--- src/rtl/serial_host_port_pkg.sv ---
// Constants shared by the serial host port datapath
package serial_host_port_pkg;
   // Register select codes on the core-side register port
   localparam logic [1:0] REG_TRANSMIT_HOLDING = 2'h0;
   localparam logic [1:0] REG_RECEIVE_FIFO_PORT = 2'h1;
   localparam logic [1:0] REG_SLAVE_ADDRESS_SELECT = 2'h2;
   // Slave address register fields
   localparam int ADDR_UPPER_MSB = 23;
   localparam int ADDR_UPPER_LSB = 20;
   localparam int ADDR_BIT1_POS = 18;
   localparam logic [3:0] ADDR_UPPER_RESET = 4'hB;
   localparam logic ADDR_BIT1_RESET = 1'b0;
   // Word size codes
   localparam logic [1:0] WORD_8 = 2'h0;
   localparam logic [1:0] WORD_16 = 2'h1;
   localparam logic [1:0] WORD_24 = 2'h2;
   localparam int DATA_W = 24;
   localparam int FIFO_DEPTH = 10;
   // Interrupt vector offsets from the vector base
   localparam logic [7:0] VEC_TX_DATA = 8'h40;
   localparam logic [7:0] VEC_TX_UNDERRUN = 8'h42;
   localparam logic [7:0] VEC_RX_NOT_EMPTY = 8'h44;
   localparam logic [7:0] VEC_RX_FULL = 8'h48;
   localparam logic [7:0] VEC_RX_OVERRUN = 8'h4A;
   localparam logic [7:0] VEC_BUS_ERROR = 8'h4C;
   // Prescaler terminal count when not bypassed (divide by 8)
   localparam logic [2:0] PRESCALE_MAX = 3'h7;
endpackage

--- src/rtl/serial_host_port_datapath.sv ---
// Serial host port datapath: shift register, transmit holding, receive FIFO, address match
`timescale 1ns/1ps
module serial_host_port_datapath (
   input wire logic clk,
   input wire logic rstn,
   // Software reset, individual reset and stop mode clear data paths
   input wire logic soft_reset,
   input wire logic host_enable,
   input wire logic stop_mode,
   // Mode controls
   input wire logic master_select_bit,
   input wire logic i2c_mode,
   input wire logic clock_freeze_bit,
   input wire logic prescale_bypass,
   input wire logic [7:0] divider_modulus,
   input wire logic [1:0] word_size,
   input wire logic transmit_irq_enable,
   input wire logic receive_irq_enable,
   input wire logic bus_error,
   // Core register port
   input wire logic reg_write,
   input wire logic reg_read,
   input wire logic [1:0] reg_select,
   input wire logic [23:0] reg_wdata,
   output logic [23:0] reg_rdata,
   // Serial side: external clock edge and data in slave mode
   input wire logic ext_shift_strobe,
   input wire logic serial_in,
   output logic serial_out,
   output logic shift_enable,
   input wire logic word_start,
   input wire logic addr_byte_valid,
   input wire logic addr_pin_bit0,
   input wire logic addr_pin_bit2,
   output logic addr_match,
   output logic baud_tick,
   // Status and interrupt
   output logic transmit_empty_flag,
   output logic receive_not_empty_flag,
   output logic receive_full_flag,
   output logic receive_overrun_flag,
   output logic transmit_underrun_flag,
   output logic irq_request,
   output logic [7:0] irq_vector
);
   logic clear_path;
   logic gen_active;
   logic [2:0] prescale_cnt;
   logic [7:0] divide_cnt;
   logic prescale_tick;
   logic shift_tick;
   logic [23:0] io_shift_register;
   logic [4:0] bits_left;
   logic [4:0] word_bits;
   logic [23:0] transmit_holding;
   logic [23:0] fifo_mem [0:9];
   logic [3:0] wr_ptr;
   logic [3:0] rd_ptr;
   logic [3:0] fifo_count;
   logic word_done;
   logic fifo_push;
   logic fifo_pop;
   logic [23:0] rx_word;
   logic [3:0] stored_addr_upper;
   logic stored_addr_bit1;
   logic [6:0] full_addr;
   logic [23:0] next_rdata;

   assign clear_path = soft_reset | stop_mode | ~host_enable;

   assign gen_active = master_select_bit | (i2c_mode & clock_freeze_bit);

   always_ff @(posedge clk or negedge rstn) begin
      if (!rstn) begin
         prescale_cnt <= 3'h0;
      end else if (!gen_active) begin
         prescale_cnt <= 3'h0;
      end else if (prescale_cnt == serial_host_port_pkg::PRESCALE_MAX) begin
         prescale_cnt <= 3'h0;
      end else begin
         prescale_cnt <= prescale_cnt + 3'h1;
      end
   end
   assign prescale_tick = prescale_bypass | (prescale_cnt == serial_host_port_pkg::PRESCALE_MAX);

   always_ff @(posedge clk or negedge rstn) begin
      if (!rstn) begin
         divide_cnt <= 8'h00;
         baud_tick <= 1'b0;
      end else if (!gen_active) begin
         divide_cnt <= 8'h00;
         baud_tick <= 1'b0;
      end else if (prescale_tick) begin
         baud_tick <= (divide_cnt == divider_modulus);
         divide_cnt <= (divide_cnt == divider_modulus) ? 8'h00 : divide_cnt + 8'h01;
      end else begin
         baud_tick <= 1'b0;
      end
   end

   assign shift_tick = master_select_bit ? baud_tick : ext_shift_strobe;

   always_comb begin
      unique case (word_size)
         serial_host_port_pkg::WORD_8: word_bits = 5'd8;
         serial_host_port_pkg::WORD_16: word_bits = 5'd16;
         default: word_bits = 5'd24;
      endcase
   end

   assign shift_enable = (bits_left != 5'd0);
   assign word_done = shift_tick & (bits_left == 5'd1);

   // load aligned to top, so only top bytes go out
   always_ff @(posedge clk or negedge rstn) begin
      if (!rstn) begin
         io_shift_register <= 24'h000000;
         bits_left <= 5'd0;
      end else if (clear_path) begin
         io_shift_register <= 24'h000000;
         bits_left <= 5'd0;
      end else if (word_start && bits_left == 5'd0) begin
         io_shift_register <= transmit_holding;
         bits_left <= word_bits;
      end else if (shift_tick && bits_left != 5'd0) begin
         // only active upper bytes shift
         // Keeping the received word at the top lets address match read one place
         unique case (word_size)
            serial_host_port_pkg::WORD_8: begin
               io_shift_register[23:16] <= {io_shift_register[22:16], serial_in};
            end
            serial_host_port_pkg::WORD_16: begin
               io_shift_register[23:8] <= {io_shift_register[22:8], serial_in};
            end
            default: begin
               io_shift_register <= {io_shift_register[22:0], serial_in};
            end
         endcase
         bits_left <= bits_left - 5'd1;
      end
   end
   assign serial_out = io_shift_register[23];

   // stop and resets empty the holding
   always_ff @(posedge clk or negedge rstn) begin
      if (!rstn) begin
         transmit_empty_flag <= 1'b1;
         transmit_holding <= 24'h000000;
      end else if (clear_path) begin
         transmit_empty_flag <= 1'b1;
         transmit_holding <= 24'h000000;
      end else if (reg_write && reg_select == serial_host_port_pkg::REG_TRANSMIT_HOLDING) begin
         transmit_empty_flag <= 1'b0;
         transmit_holding <= reg_wdata;
      end else if (word_start && bits_left == 5'd0) begin
         transmit_empty_flag <= 1'b1;
      end
   end

   // underrun on start with empty holding
   always_ff @(posedge clk or negedge rstn) begin
      if (!rstn) begin
         transmit_underrun_flag <= 1'b0;
      end else if (clear_path) begin
         transmit_underrun_flag <= 1'b0;
      end else if (word_start && bits_left == 5'd0 && transmit_empty_flag) begin
         transmit_underrun_flag <= 1'b1;
      end
   end

   always_comb begin
      unique case (word_size)
         serial_host_port_pkg::WORD_8: rx_word = {io_shift_register[22:16], serial_in, 16'h0000};
         serial_host_port_pkg::WORD_16: rx_word = {io_shift_register[22:8], serial_in, 8'h00};
         default: rx_word = {io_shift_register[22:0], serial_in};
      endcase
   end

   assign fifo_push = word_done & (fifo_count != 4'd10);
   assign fifo_pop = reg_read & (reg_select == serial_host_port_pkg::REG_RECEIVE_FIFO_PORT) & (fifo_count != 4'd0);

   always_ff @(posedge clk) begin
      if (fifo_push) begin
         fifo_mem[wr_ptr] <= rx_word;
      end
   end

   // stop and resets empty the FIFO
   always_ff @(posedge clk or negedge rstn) begin
      if (!rstn) begin
         wr_ptr <= 4'd0;
         rd_ptr <= 4'd0;
         fifo_count <= 4'd0;
      end else if (clear_path) begin
         wr_ptr <= 4'd0;
         rd_ptr <= 4'd0;
         fifo_count <= 4'd0;
      end else begin
         if (fifo_push) begin
            wr_ptr <= (wr_ptr == 4'd9) ? 4'd0 : wr_ptr + 4'd1;
         end
         if (fifo_pop) begin
            rd_ptr <= (rd_ptr == 4'd9) ? 4'd0 : rd_ptr + 4'd1;
         end
         fifo_count <= fifo_count + {3'h0, fifo_push} - {3'h0, fifo_pop};
      end
   end
   assign receive_not_empty_flag = (fifo_count != 4'd0);
   assign receive_full_flag = (fifo_count == 4'd10);

   always_ff @(posedge clk or negedge rstn) begin
      if (!rstn) begin
         receive_overrun_flag <= 1'b0;
      end else if (clear_path) begin
         receive_overrun_flag <= 1'b0;
      end else if (word_done && fifo_count == 4'd10) begin
         receive_overrun_flag <= 1'b1;
      end
   end

   always_ff @(posedge clk or negedge rstn) begin
      if (!rstn) begin
         stored_addr_upper <= serial_host_port_pkg::ADDR_UPPER_RESET;
         stored_addr_bit1 <= serial_host_port_pkg::ADDR_BIT1_RESET;
      end else if (soft_reset) begin
         stored_addr_upper <= serial_host_port_pkg::ADDR_UPPER_RESET;
         stored_addr_bit1 <= serial_host_port_pkg::ADDR_BIT1_RESET;
      end else if (reg_write && reg_select == serial_host_port_pkg::REG_SLAVE_ADDRESS_SELECT) begin
         stored_addr_upper <= reg_wdata[serial_host_port_pkg::ADDR_UPPER_MSB:serial_host_port_pkg::ADDR_UPPER_LSB];
         stored_addr_bit1 <= reg_wdata[serial_host_port_pkg::ADDR_BIT1_POS];
      end
   end

   // assemble address from register and pins
   assign full_addr = {stored_addr_upper, addr_pin_bit2, stored_addr_bit1, addr_pin_bit0};

   always_ff @(posedge clk or negedge rstn) begin
      if (!rstn) begin
         addr_match <= 1'b0;
      end else if (!i2c_mode || master_select_bit || clear_path) begin
         addr_match <= 1'b0;
      end else if (addr_byte_valid) begin
         addr_match <= (io_shift_register[23:17] == full_addr) || (io_shift_register[23:16] == 8'h00);
      end
   end

   always_comb begin
      next_rdata = 24'h000000;
      if (reg_select == serial_host_port_pkg::REG_RECEIVE_FIFO_PORT && fifo_count != 4'd0) begin
         next_rdata = fifo_mem[rd_ptr];
      end else if (reg_select == serial_host_port_pkg::REG_SLAVE_ADDRESS_SELECT) begin
         next_rdata = {stored_addr_upper, 1'b0, stored_addr_bit1, 18'h00000};
      end
   end

   // Read data registered; the FIFO word presented is the one popped this cycle
   always_ff @(posedge clk or negedge rstn) begin
      if (!rstn) begin
         reg_rdata <= 24'h000000;
      end else if (reg_read) begin
         reg_rdata <= next_rdata;
      end
   end

   always_comb begin
      irq_request = 1'b1;
      if (bus_error) begin
         irq_vector = serial_host_port_pkg::VEC_BUS_ERROR;
      end else if (receive_overrun_flag) begin
         irq_vector = serial_host_port_pkg::VEC_RX_OVERRUN;
      end else if (transmit_underrun_flag) begin
         irq_vector = serial_host_port_pkg::VEC_TX_UNDERRUN;
      end else if (receive_full_flag && receive_irq_enable) begin
         irq_vector = serial_host_port_pkg::VEC_RX_FULL;
      end else if (transmit_empty_flag && transmit_irq_enable && host_enable) begin
         irq_vector = serial_host_port_pkg::VEC_TX_DATA;
      end else if (receive_not_empty_flag && receive_irq_enable) begin
         irq_vector = serial_host_port_pkg::VEC_RX_NOT_EMPTY;
      end else begin
         irq_request = 1'b0;
         irq_vector = 8'h00;
      end
   end
endmodule

--- config.mk ---
export PLATFORM = sky130hd
export DESIGN_NAME = serial_host_port_datapath
export DESIGN_NICKNAME = d
export VERILOG_FILES = /design/src/rtl/serial_host_port_pkg.sv /design/src/rtl/serial_host_port_datapath.sv
export SDC_FILE = /design/constraint.sdc
export NUM_CORES = 1
export LEC_CHECK = 0
export BUFFER_PORTS_ARGS = -buffer_cell sky130_fd_sc_hd__buf_4
export CAP_MARGIN = 20
export CORE_MARGIN = 8
export CORE_UTILIZATION = 60
export CTS_BUF_LIST = sky130_fd_sc_hd__clkbuf_16
export CTS_CLUSTER_DIAMETER = 80
export DETAILED_ROUTE_END_ITERATION = 6
export GPL_ROUTABILITY_DRIVEN = 0
export PLACE_DENSITY_LB_ADDON = 0.05
export SLEW_MARGIN = 20
export SYNTH_ARGS = -nofsm -noshare
export SYNTH_HDL_FRONTEND = slang
export SYNTH_SLANG_ARGS = --single-unit
--- constraint.sdc ---
create_clock -name clk -period 5.3 [get_ports clk]
set_clock_uncertainty 0.1 [all_clocks]
set_input_delay 0.53 -clock clk [delete_from_list [all_inputs] [get_ports clk]]
set_output_delay 0.53 -clock clk [all_outputs]
set_load 0.01 [all_outputs]
==> impl_metrics.csv, run 1 <==
group,metric,value,unit
outcome,status,"completed",
layout,final_util,69.7,%
synth,async_flop_share,31.4,%
layout,fillCellCount,1698,
setup_path,crit_type,"reg -> reg",
synth,netlist_instances,980,
pwr,p_comb_share,3.3,%
clocking,clk_pin_slew,0.05,ns
routing,ant_nets,0,
routing,drc,0,
layout,insertedDiodeCount,0,
pwr,power.switching,0.00114,W
pwr,leakagePower,6.04,nW
floorplan,initial_utilization,61.0,%
timing,tns,0,ns
routing,routed_wl,31.8,mm
synth,synth_seq_cells,350,
layout,area.growth.synth_to_final,14.2,%
global_routing,grt_pass1_wl,49.8,mm
floorplan,coreArea,0.0243,mm2
synth,synth_edf_count,240,
setup_path,crit_arrival,3.38,ns
floorplan,die_h,173,um
floorplan,io_pins,98,
floorplan,design.die.area,0.0300,mm2
timing,slew_violations,0,
synth,synth_warnings,0,
pwr,p_per_area,328,mW/mm2
synth,synth_ff_type,"edfxtp_1",
timing,setup_slack,2.03,ns
worst_hold_path,hp-class,"in -> async",
pwr,seq_power_share,52.9,%
global_routing,grt_pass1_vias,8553,
clocking,htree_levels,2,
synth,synth_cell_types,66,
synth,syn_area_per_cell,15.1,um2
timing,hold_viol_final,0,
clocking,numCtsBuffers,37,
setup_path,required,5.42,ns
timing,worst_pin_slew,1.01,ns
timing,period_minus_slack,3.27,ns
global_routing,grt_antenna_before_repair,0,
routing,first_pass_iters,5,
floorplan,die_w,173,um
pwr,p_int,0.00442,W
clocking,clk_path_buf_depth,3,
setup_path,setup.worst_path.start_class,"flop",
timing,slew_headroom,32.8,%
timing,max_freq,306,MHz
routing,wl_per_cell,22.3,um
pwr,switching_share,20.5,%
clocking,cts_hold_buffers,0,
place,place_ws,2.02,ns
layout,final_layout_size_suffix_gt1_share,24.1,%
synth,netlist_area,0.0148,mm2
clocking,cts_resized,0,
place,port_buffers,93,
setup_path,critPathMaxFanout,18,
global_routing,grt-ovfl-total,0,
routing,vias_per_cell,5.93,
synth,seq_area_frac_synth,67.2,%
timing,setup_viol,0,
setup_path,crit_path_end_kind,"flop",
routing,dr.first_iter.drc_count,644,
timing,rsz0062_at_grt,"false",
clocking,cts_root_buffer,"clkbuf_16",
place,hpwl,19.6,mm
global_routing,grt_usage,21.2,%
pwr,pwr-share-clk,43.7,%
clocking,clock-sinks,350,
floorplan,core.rowCount,57,
clocking,tritoncts,"built",
pwr,vdd.ir_drop.worst,0.000314,V
clocking,clk-insertion-delay-late,0.52,ns
timing,finalCritPeriodShare,61.7,%
layout,nNetsFinal,1149,
global_routing,grt_start_max_net_pins,67,
routing,num_vias,8487,
clocking,cts_setup_buffers,0,
job,max_cap_viol_count,0,
## cells in the mapped netlist, types with 4 or more instances
cell type,instances,area [um2]
a211o_1,4,35.0
a21boi_0,4,30.0
a21oi_1,34,170
and2_1,18,113
and3_1,4,25.0
buf_1,7,26.3
buf_2,7,35.0
buf_4,13,97.6
clkbuf_1,21,78.8
dfrtp_1,106,2650
dfstp_2,4,105
edfxtp_1,240,7210
ha_1,14,175
inv_1,33,124
mux2_2,24,270
mux2i_1,54,541
mux4_2,48,1080
nand2_1,96,360
nand3_1,27,135
nand3b_1,4,30.0
nand4_1,4,25.0
nor2_1,30,113
nor2b_1,11,68.8
nor3_1,6,30.0
nor4_1,4,25.0
o211ai_1,5,37.5
o21ai_0,24,120
o21ai_1,10,50.1
o221ai_1,4,35.0
o22ai_1,20,125
o2bb2ai_1,9,78.8
o31ai_1,7,52.6
o31ai_2,9,113
or3_1,9,56.3
xnor2_1,15,131
xor2_1,8,70.1
## cells by family (layout without fill, tap and decap cells)
logic type,Yosys count,in the layout,synth area share [%]
other,1,4,0.0253
and+or+nand+nor,231,231,7.74
DFF,350,350,67.2
xor gates and xnor gates,23,23,1.36
AOI/OAI and AO/OA,146,146,6.58
adders and majority gates,15,15,1.32
buffers and inverters,88,211,3.06
muxes,126,126,12.8
## metal layers
metal	GRT usage [%]	part of all wire, %	routed length, um
met5	0	0	0
met4	5.25	1.6	513
met3	3.51	5.8	1860
met2	33.9	48	15200
met1	30.3	45	14300
## metrics by stage
stage	power (W)	cells	cell area [um2]	hold WS (ns)
after global placement	0.00318	1363	15800	0.335
after global routing	0.00572	1430	16900	0.108
after CTS	0.00560	1430	16900	0.0808
after detailed placement	0.00318	1363	15800	0.331
final	0.00556	1430	16900	0.0404
after floorplan	0.00309	983	14800	0.134
## registers in the layout, summed over array words and instances, names as in the netlist, 3 cells and up
name	cells
stored_addr_upper	4
transmit_holding	24
divide_cnt	8
fifo_count	4
io_shift_register	24
wr_ptr	4
rd_ptr	4
fifo_mem	240
bits_left	5
reg_rdata	24
prescale_cnt	3
## power by group through the flow
stage	clock (W)	combinational (W)	sequential, W
global placement	0	0.000186	0.00300
CTS	0.00247	0.000188	0.00294
finish	0.00243	0.000186	0.00294
floorplan	0	0.000101	0.00299
global route	0.00257	0.000207	0.00294
detailed placement	0	0.000187	0.00300
## worst max-delay path: stages (launching register included)
cell and delay [ns]:
dfrtp_1 0.41, inv_1 0.11, ha_1 0.15, nor4b_2 0.38, nand3_2 0.24, or3_1 0.47, nor3_4 0.80, buf_4 0.31
## worst paths after layout
check,start,cells after the start,endpoint,slack (ns)
worst min-delay path,rstn,1,divide_cnt[0],0.04
worst max register to register,bits_left[1],7,fifo_mem[0][19],2.03
min in group clk,soft_reset,2,stored_addr_upper[2],0.12
max in group asynchronous,rstn,2,reg_rdata[16],3.86
worst max-delay path,bits_left[1],7,fifo_mem[0][19],2.03
worst min register to register,prescale_cnt[0],1,prescale_cnt[0],0.34
## cell usage in the layout (no fill, tap or decap), drive strengths merged, types with 18 or more instances in the layout
master	instances
and2	18
buf	110
o22ai	20
a21oi	35
mux2	24
nor2	31
mux4	48
dfrtp	106
clkbuf	37
inv	48
nand3	28
mux2i	54
o21ai	34
edfxtp	240
nand2	97
## cell type report
type	instances	area (um2)	area share, %
Inverter	34	128	0.753
Clock buffer	37	926	5.46
Clock inverter	30	215	1.27
Sequential cell	350	9970	58.8
Multi-Input combinational cell	545	4480	26.4
Timing Repair Buffer	110	826	4.87
Tap cell	324	405	2.39
(Power assumes the default switching activity.)
==> inputs of run 2 (changes only) <==
==> constraint.sdc (replaced) <==
create_clock -name clk -period 3.2 [get_ports clk]
set_clock_uncertainty 0.1 [all_clocks]
set_input_delay 0.32 -clock clk [delete_from_list [all_inputs] [get_ports clk]]
set_output_delay 0.32 -clock clk [all_outputs]
set_load 0.01 [all_outputs]
==> run 2 against run 1 <==
  * Design area grew 3.2%
  * Sequential power rose by 66%
  * Setup slack got worse by 1.6 ns
  * Register-to-register slack worse by 1.5 ns
  * Combinational power is 82% higher
  * Clock power increased by 75%
  * Critical path type is now reg -> out
  * Critical endpoint is now irq_vector[6]
  * Largest cell class unchanged
==> impl_metrics.csv, run 2 (synthesized netlist as in run 1, its figures left out) <==
group,metric,value,unit
layout,postLayoutCellArea,0.0175,mm2
routing,ant_nets,0,
floorplan,io_pins,98,
timing,slew_violations,0,
pwr,p_comb_share,3.6,%
layout,multi_input_area,0.00449,mm2
timing,max_freq,362,MHz
timing,period_minus_slack,2.76,ns
pwr,pwr-share-clk,44.9,%
routing,wl_per_cell,21.8,um
layout,fillCellCount,1574,
global_routing,grt_pass1_vias,9014,
setup_path,crit_top_cell,"or3b_2",
clocking,numCtsBuffers,36,
pwr,p_int,0.00758,W
global_routing,grt_pass1_wl,51.3,mm
clocking,clk_path_buf_depth,3,
layout,final_layout_size_suffix_gt1_share,24.9,%
floorplan,core.rowCount,57,
place,dpl_cell_area,0.0160,mm2
routing,dr.first_iter.drc_count,628,
pwr,seq_power_share,51.5,%
timing,setup_viol,0,
floorplan,die_h,173,um
layout,area.growth.synth_to_final,17.9,%
job,max_cap_viol_count,0,
clocking,clk-insertion-delay-late,0.52,ns
timing,worst_pin_slew,0.933,ns
setup_path,crit_path_end_kind,"output pin",
floorplan,design.die.area,0.0300,mm2
setup_path,critPathMaxStageDelay,0.48,ns
routing,routed_wl,32.2,mm
setup_path,rrSetupSlack,0.50,ns
clocking,cts_setup_buffers,0,
setup_path,crit_type,"reg -> out",
timing,rsz0062_at_grt,"false",
setup_path,rr_endpoint,"fifo_count[2]",
layout,largest_register_ffs,240,
routing,vias_per_cell,5.91,
timing,hold_viol_final,0,
setup_path,cp_slowest_cell,"or3b_2",
worst_hold_path,worst_hold_path.endpoint,"addr_match",
setup_path,regToRegStartpoint,"fifo_count[2]",
global_routing,grt_antenna_before_repair,1,
routing,num_vias,8694,
clocking,cts_root_buffer,"clkbuf_16",
clocking,tritoncts,"built",
setup_path,critPathMaxFanout,3,
worst_hold_path,hp-class,"in -> reg",
floorplan,coreArea,0.0243,mm2
timing,tns,0,ns
clocking,clock-sinks,350,
place,port_buffers,93,
routing,drc,0,
pwr,power.switching,0.00188,W
pwr,vdd.ir_drop.worst,0.000381,V
timing,slew_headroom,37.3,%
global_routing,grt-ovfl-total,0,
layout,nNetsFinal,1191,
global_routing,grt_start_max_net_pins,53,
layout,seq_area,0.00997,mm2
place,hpwl,20.0,mm
layout,regMostFlops,"fifo_mem",
setup_path,setup.worst_path.start_class,"flop",
floorplan,initial_utilization,61.0,%
pwr,p_per_area,541,mW/mm2
setup_path,crit_arrival,2.34,ns
layout,final_cell_mix,"240 x edfxtp_1, 120 x buf_4, 104 x dfrtp_1",
setup_path,required,2.78,ns
clocking,clk_pin_slew,0.06,ns
pwr,switching_share,19.9,%
setup_path,crit_buf_inv,2,
timing,finalCritPeriodShare,86.3,%
global_routing,grt_usage,21.7,%
clocking,htree_levels,2,
setup_path,worstRegToRegCells,11,
floorplan,die_w,173,um
worst_hold_path,hold_depth,3,
outcome,status,"completed",
setup_path,crit_start,"fifo_count[2]",
setup_path,crit_family,"simple AND/OR/NAND/NOR gates",
setup_path,path_cells,"inv_1 > ha_1 > or3b_2 > nand2_1 > or3b_2 > buf_4",
pwr,leakagePower,6.30,nW
layout,final_common_cell,"edfxtp_1",
worst_hold_path,hold_start,"i2c_mode",
routing,first_pass_iters,5,
run 2: per-stage QoR:
| step | hold WS [ns] | setup slack, ns | std cells | util, % | total power, W |
|---|---|---|---|---|---|
| floorplan | -0.0756 | 0.114 | 983 | - | 0.00512 |
| global placement | 0.233 | 0.567 | 1379 | 65.8 | 0.00527 |
| detailed placement | 0.231 | 0.504 | 1379 | 65.8 | 0.00528 |
| CTS | 0.0117 | 0.425 | 1471 | 71.9 | 0.00954 |
| global route | 0.00990 | 0.275 | 1472 | 71.9 | 0.00975 |
| finish | 0.0193 | 0.440 | 1472 | 71.9 | 0.00946 |
run 2: per-layer routing:
layer	track usage, %	wire [um]	share of wire, %	vias to the layer above
li1	-	-	-	3971
met1	29.9	14200	44	4423
met2	35.3	15500	48	255
met3	3.92	1810	5.6	45
met4	6.14	625	1.9	0
met5	0	0	0	-
run 2: area by class of cell:
| type | instances | share of cell area [%] |
|---|---|---|
| Tap cell | 324 | 2.32 |
| Clock inverter | 28 | 1.63 |
| Multi-Input combinational cell | 545 | 25.6 |
| Sequential cell | 350 | 57.0 |
| Clock buffer | 37 | 5.29 |
| Inverter | 34 | 0.730 |
| Timing Repair Buffer | 153 | 7.38 |
| Antenna cell | 1 | 0.0143 |
run 2: worst max path at each step:
stage / cells after the start / slack (ns) / endpoint
2_1_floorplan: 5 / 0.11 / fifo_mem[8][0]
3_3_place_gp: 11 / 0.57 / fifo_count[2]
3_5_place_dp: 11 / 0.50 / fifo_count[2]
4_1_cts: 6 / 0.43 / irq_vector[6]
5_1_grt: 11 / 0.28 / fifo_count[2]
6_report: 6 / 0.44 / irq_vector[6]
run 2: what timing repair did:
| item | in CTS | in global routing |
|---|---|---|
| hold endpoints to repair | 67 | 0 |
| resized for setup | 0 | 0 |
| endpoints found under the setup margin | 0 | 0 |
| hold buffers | 27 | 0 |
run 2: worst min-delay path, cell delays in order:
cell and delay [ns]:
buf_4 0.12, nand3b_1 0.10, nor3_1 0.05
run 2: power groups by stage:
stage	combinational, W	sequential, W	clock [W]
3_5_place_dp	0.000313	0.00496	0
6_report	0.000339	0.00487	0.00425
5_1_grt	0.000376	0.00488	0.00450
2_1_floorplan	0.000167	0.00496	0
3_3_place_gp	0.000312	0.00496	0
4_1_cts	0.000341	0.00487	0.00433
==> inputs of run 3 (changes only) <==
--- a/config.mk
+++ b/config.mk
@@ -7,13 +7,15 @@
 export LEC_CHECK = 0
 export BUFFER_PORTS_ARGS = -buffer_cell sky130_fd_sc_hd__buf_4
 export CAP_MARGIN = 20
+export CORE_ASPECT_RATIO = 1.1
 export CORE_MARGIN = 8
 export CORE_UTILIZATION = 60
 export CTS_BUF_LIST = sky130_fd_sc_hd__clkbuf_16
 export CTS_CLUSTER_DIAMETER = 80
+export CTS_CLUSTER_SIZE = 10
 export DETAILED_ROUTE_END_ITERATION = 6
 export GPL_ROUTABILITY_DRIVEN = 0
-export PLACE_DENSITY_LB_ADDON = 0.05
+export PLACE_DENSITY = 0.79
 export SLEW_MARGIN = 20
 export SYNTH_ARGS = -nofsm -noshare
 export SYNTH_HDL_FRONTEND = slang
==> run 3 against run 2 <==
  * Maximum frequency shrank 3.0%
  * Register-to-register slack lost 0.15 ns
  * Power shrank 2.8%
  * Utilization shrank 0.84 points
  * Count of clock-buffer cells in the layout grew 4
  * Critical endpoint is now fifo_count[2]
==> impl_metrics.csv, run 3 (synthesized netlist as in run 1, its figures left out) <==
group,metric,value,unit
pwr,switching_share,20.7,%
pwr,pwr-share-clk,43.3,%
global_routing,grt_pass1_vias,9462,
clocking,clock-sinks,350,
global_routing,grt_antenna_before_repair,0,
setup_path,rrSetupSlack,0.35,ns
routing,drc,0,
setup_path,crit_arrival,3.12,ns
layout,regMostFlops,"fifo_mem",
setup_path,crit_type,"reg -> reg",
layout,postLayoutCellArea,0.0173,mm2
routing,vias_per_cell,6.05,
routing,first_pass_iters,5,
timing,max_freq,351,MHz
outcome,status,"completed",
layout,fillCellCount,1531,
floorplan,die_h,181,um
layout,area.growth.synth_to_final,16.9,%
routing,ant_nets,0,
pwr,power.switching,0.00190,W
clocking,numCtsBuffers,40,
worst_hold_path,hold_start,"prescale_bypass",
layout,insertedDiodeCount,0,
setup_path,worstRegToRegCells,10,
timing,period_minus_slack,2.85,ns
timing,finalCritPeriodShare,88.9,%
timing,worst_pin_slew,1.04,ns
routing,dr.first_iter.drc_count,786,
routing,routed_wl,33.2,mm
setup_path,crit_path_end_kind,"flop",
pwr,leakagePower,6.30,nW
place,dpl_cell_area,0.0159,mm2
pwr,p_int,0.00730,W
worst_hold_path,worst_hold_path.endpoint,"baud_tick",
pwr,vdd.ir_drop.worst,0.000442,V
worst_hold_path,hp-class,"in -> reg",
clocking,htree_levels,2,
floorplan,core.rowCount,60,
global_routing,grt_start_max_net_pins,53,
routing,wl_per_cell,22.8,um
clocking,clk_pin_slew,0.06,ns
setup_path,critPathMaxFanout,7,
timing,setup_viol,0,
setup_path,regToRegStartpoint,"bits_left[1]",
setup_path,rr_endpoint,"fifo_count[2]",
clocking,cts_root_buffer,"clkbuf_16",
place,hpwl,20.9,mm
floorplan,io_pins,98,
floorplan,initial_utilization,60.8,%
setup_path,required,3.48,ns
global_routing,grt-ovfl-total,0,
floorplan,coreArea,0.0244,mm2
pwr,p_per_area,530,mW/mm2
clocking,clk_path_buf_depth,3,
timing,rsz0062_at_grt,"false",
routing,num_vias,8829,
clocking,cts_setup_buffers,0,
pwr,seq_power_share,53.0,%
place,port_buffers,93,
setup_path,setup.worst_path.start_class,"flop",
timing,slew_headroom,30.4,%
floorplan,die_w,166,um
floorplan,design.die.area,0.0300,mm2
job,max_cap_viol_count,0,
global_routing,grt_usage,22.4,%
layout,final_common_cell,"edfxtp_1",
timing,hold_viol_final,0,
pwr,p_comb_share,3.7,%
layout,final_layout_size_suffix_gt1_share,23.6,%
timing,slew_violations,0,
layout,final_cell_mix,"240 x edfxtp_1, 117 x buf_4, 104 x dfrtp_1",
timing,tns,0,ns
worst_hold_path,hold_depth,3,
layout,largest_register_ffs,240,
global_routing,grt_pass1_wl,52.8,mm
layout,nNetsFinal,1190,
clocking,clk-insertion-delay-late,0.52,ns
clocking,tritoncts,"built",
clocking,cts_resized,0,
-- run 3: cell types whose count changed in the layout (fill, tap and decap cells not counted), moves of 3 or more --
cell and delta:
bufinv_16 -6, clkinv_1 -3, buf_12 -3, clkbuf_16 +4, clkinv_2 -6, inv_1 +20, buf_4 -3
-- run 3: worst max-delay path by stage --
stage / startpoint / end / slack [ns] / cells after the start
after floorplan: bits_left[1] / fifo_mem[8][0] / 0.11 / 5
after global placement: bits_left[1] / fifo_count[2] / 0.49 / 10
after detailed placement: bits_left[1] / fifo_count[2] / 0.38 / 10
after CTS: bits_left[1] / fifo_count[2] / 0.34 / 10
after global routing: bits_left[1] / fifo_count[2] / 0.1 / 10
final: bits_left[1] / fifo_count[2] / 0.35 / 10
-- run 3: layer usage --
metal	global-route usage [%]	up-vias	wire, um
li1	-	3976	-
met1	27.4	4443	13000
met2	39.5	347	17200
met3	3.99	63	2170
met4	7.61	0	887
met5	0	-	0
-- run 3: metrics by stage --
| step | setup WS (ns) | util, % | cells | hold WS [ns] | power, W |
|---|---|---|---|---|---|
| floorplan | 0.114 | - | 983 | -0.0756 | 0.00512 |
| global placement | 0.490 | 65.2 | 1359 | 0.259 | 0.00527 |
| detailed placement | 0.377 | 65.2 | 1359 | 0.259 | 0.00528 |
| CTS | 0.338 | 71.1 | 1460 | 0.0265 | 0.00928 |
| global route | 0.0960 | 71.1 | 1460 | 0.0542 | 0.00948 |
| finish | 0.355 | 71.1 | 1460 | 0.0347 | 0.00920 |
-- run 3: power by group through the flow --
stage / clock (W) / combinational [W] / sequential [W]
floorplan: 0 / 0.000167 / 0.00496
global placement: 0 / 0.000308 / 0.00496
detailed placement: 0 / 0.000315 / 0.00496
CTS: 0.00406 / 0.000343 / 0.00487
global route: 0.00422 / 0.000376 / 0.00488
finish: 0.00398 / 0.000342 / 0.00487
-- run 3: final cells by class --
class / count / area [um2] / share of cell area [%]
Clock inverter: 32 / 130 / 0.750
Multi-Input combinational cell: 545 / 4490 / 25.9
Inverter: 34 / 128 / 0.736
Tap cell: 310 / 388 / 2.24
Clock buffer: 41 / 1030 / 5.91
Sequential cell: 350 / 9970 / 57.5
Timing Repair Buffer: 148 / 1220 / 7.03
-- run 3: critical path, cell delays in order (launching register included) --
cell     delay (ns)
dfrtp_1        0.41
inv_1          0.11
ha_1           0.16
nor4b_2        0.41
nand3_2        0.27
ha_1           0.36
inv_1          0.04
ha_1           0.20
fa_1           0.41
xnor2_1        0.19
nor2_1         0.05
-- run 3: repair_timing --
action                                  in CTS  in global routing
hold endpoints to repair                    70                  0
hold buffers                                28                  0
endpoints found under the setup margin       0                  0
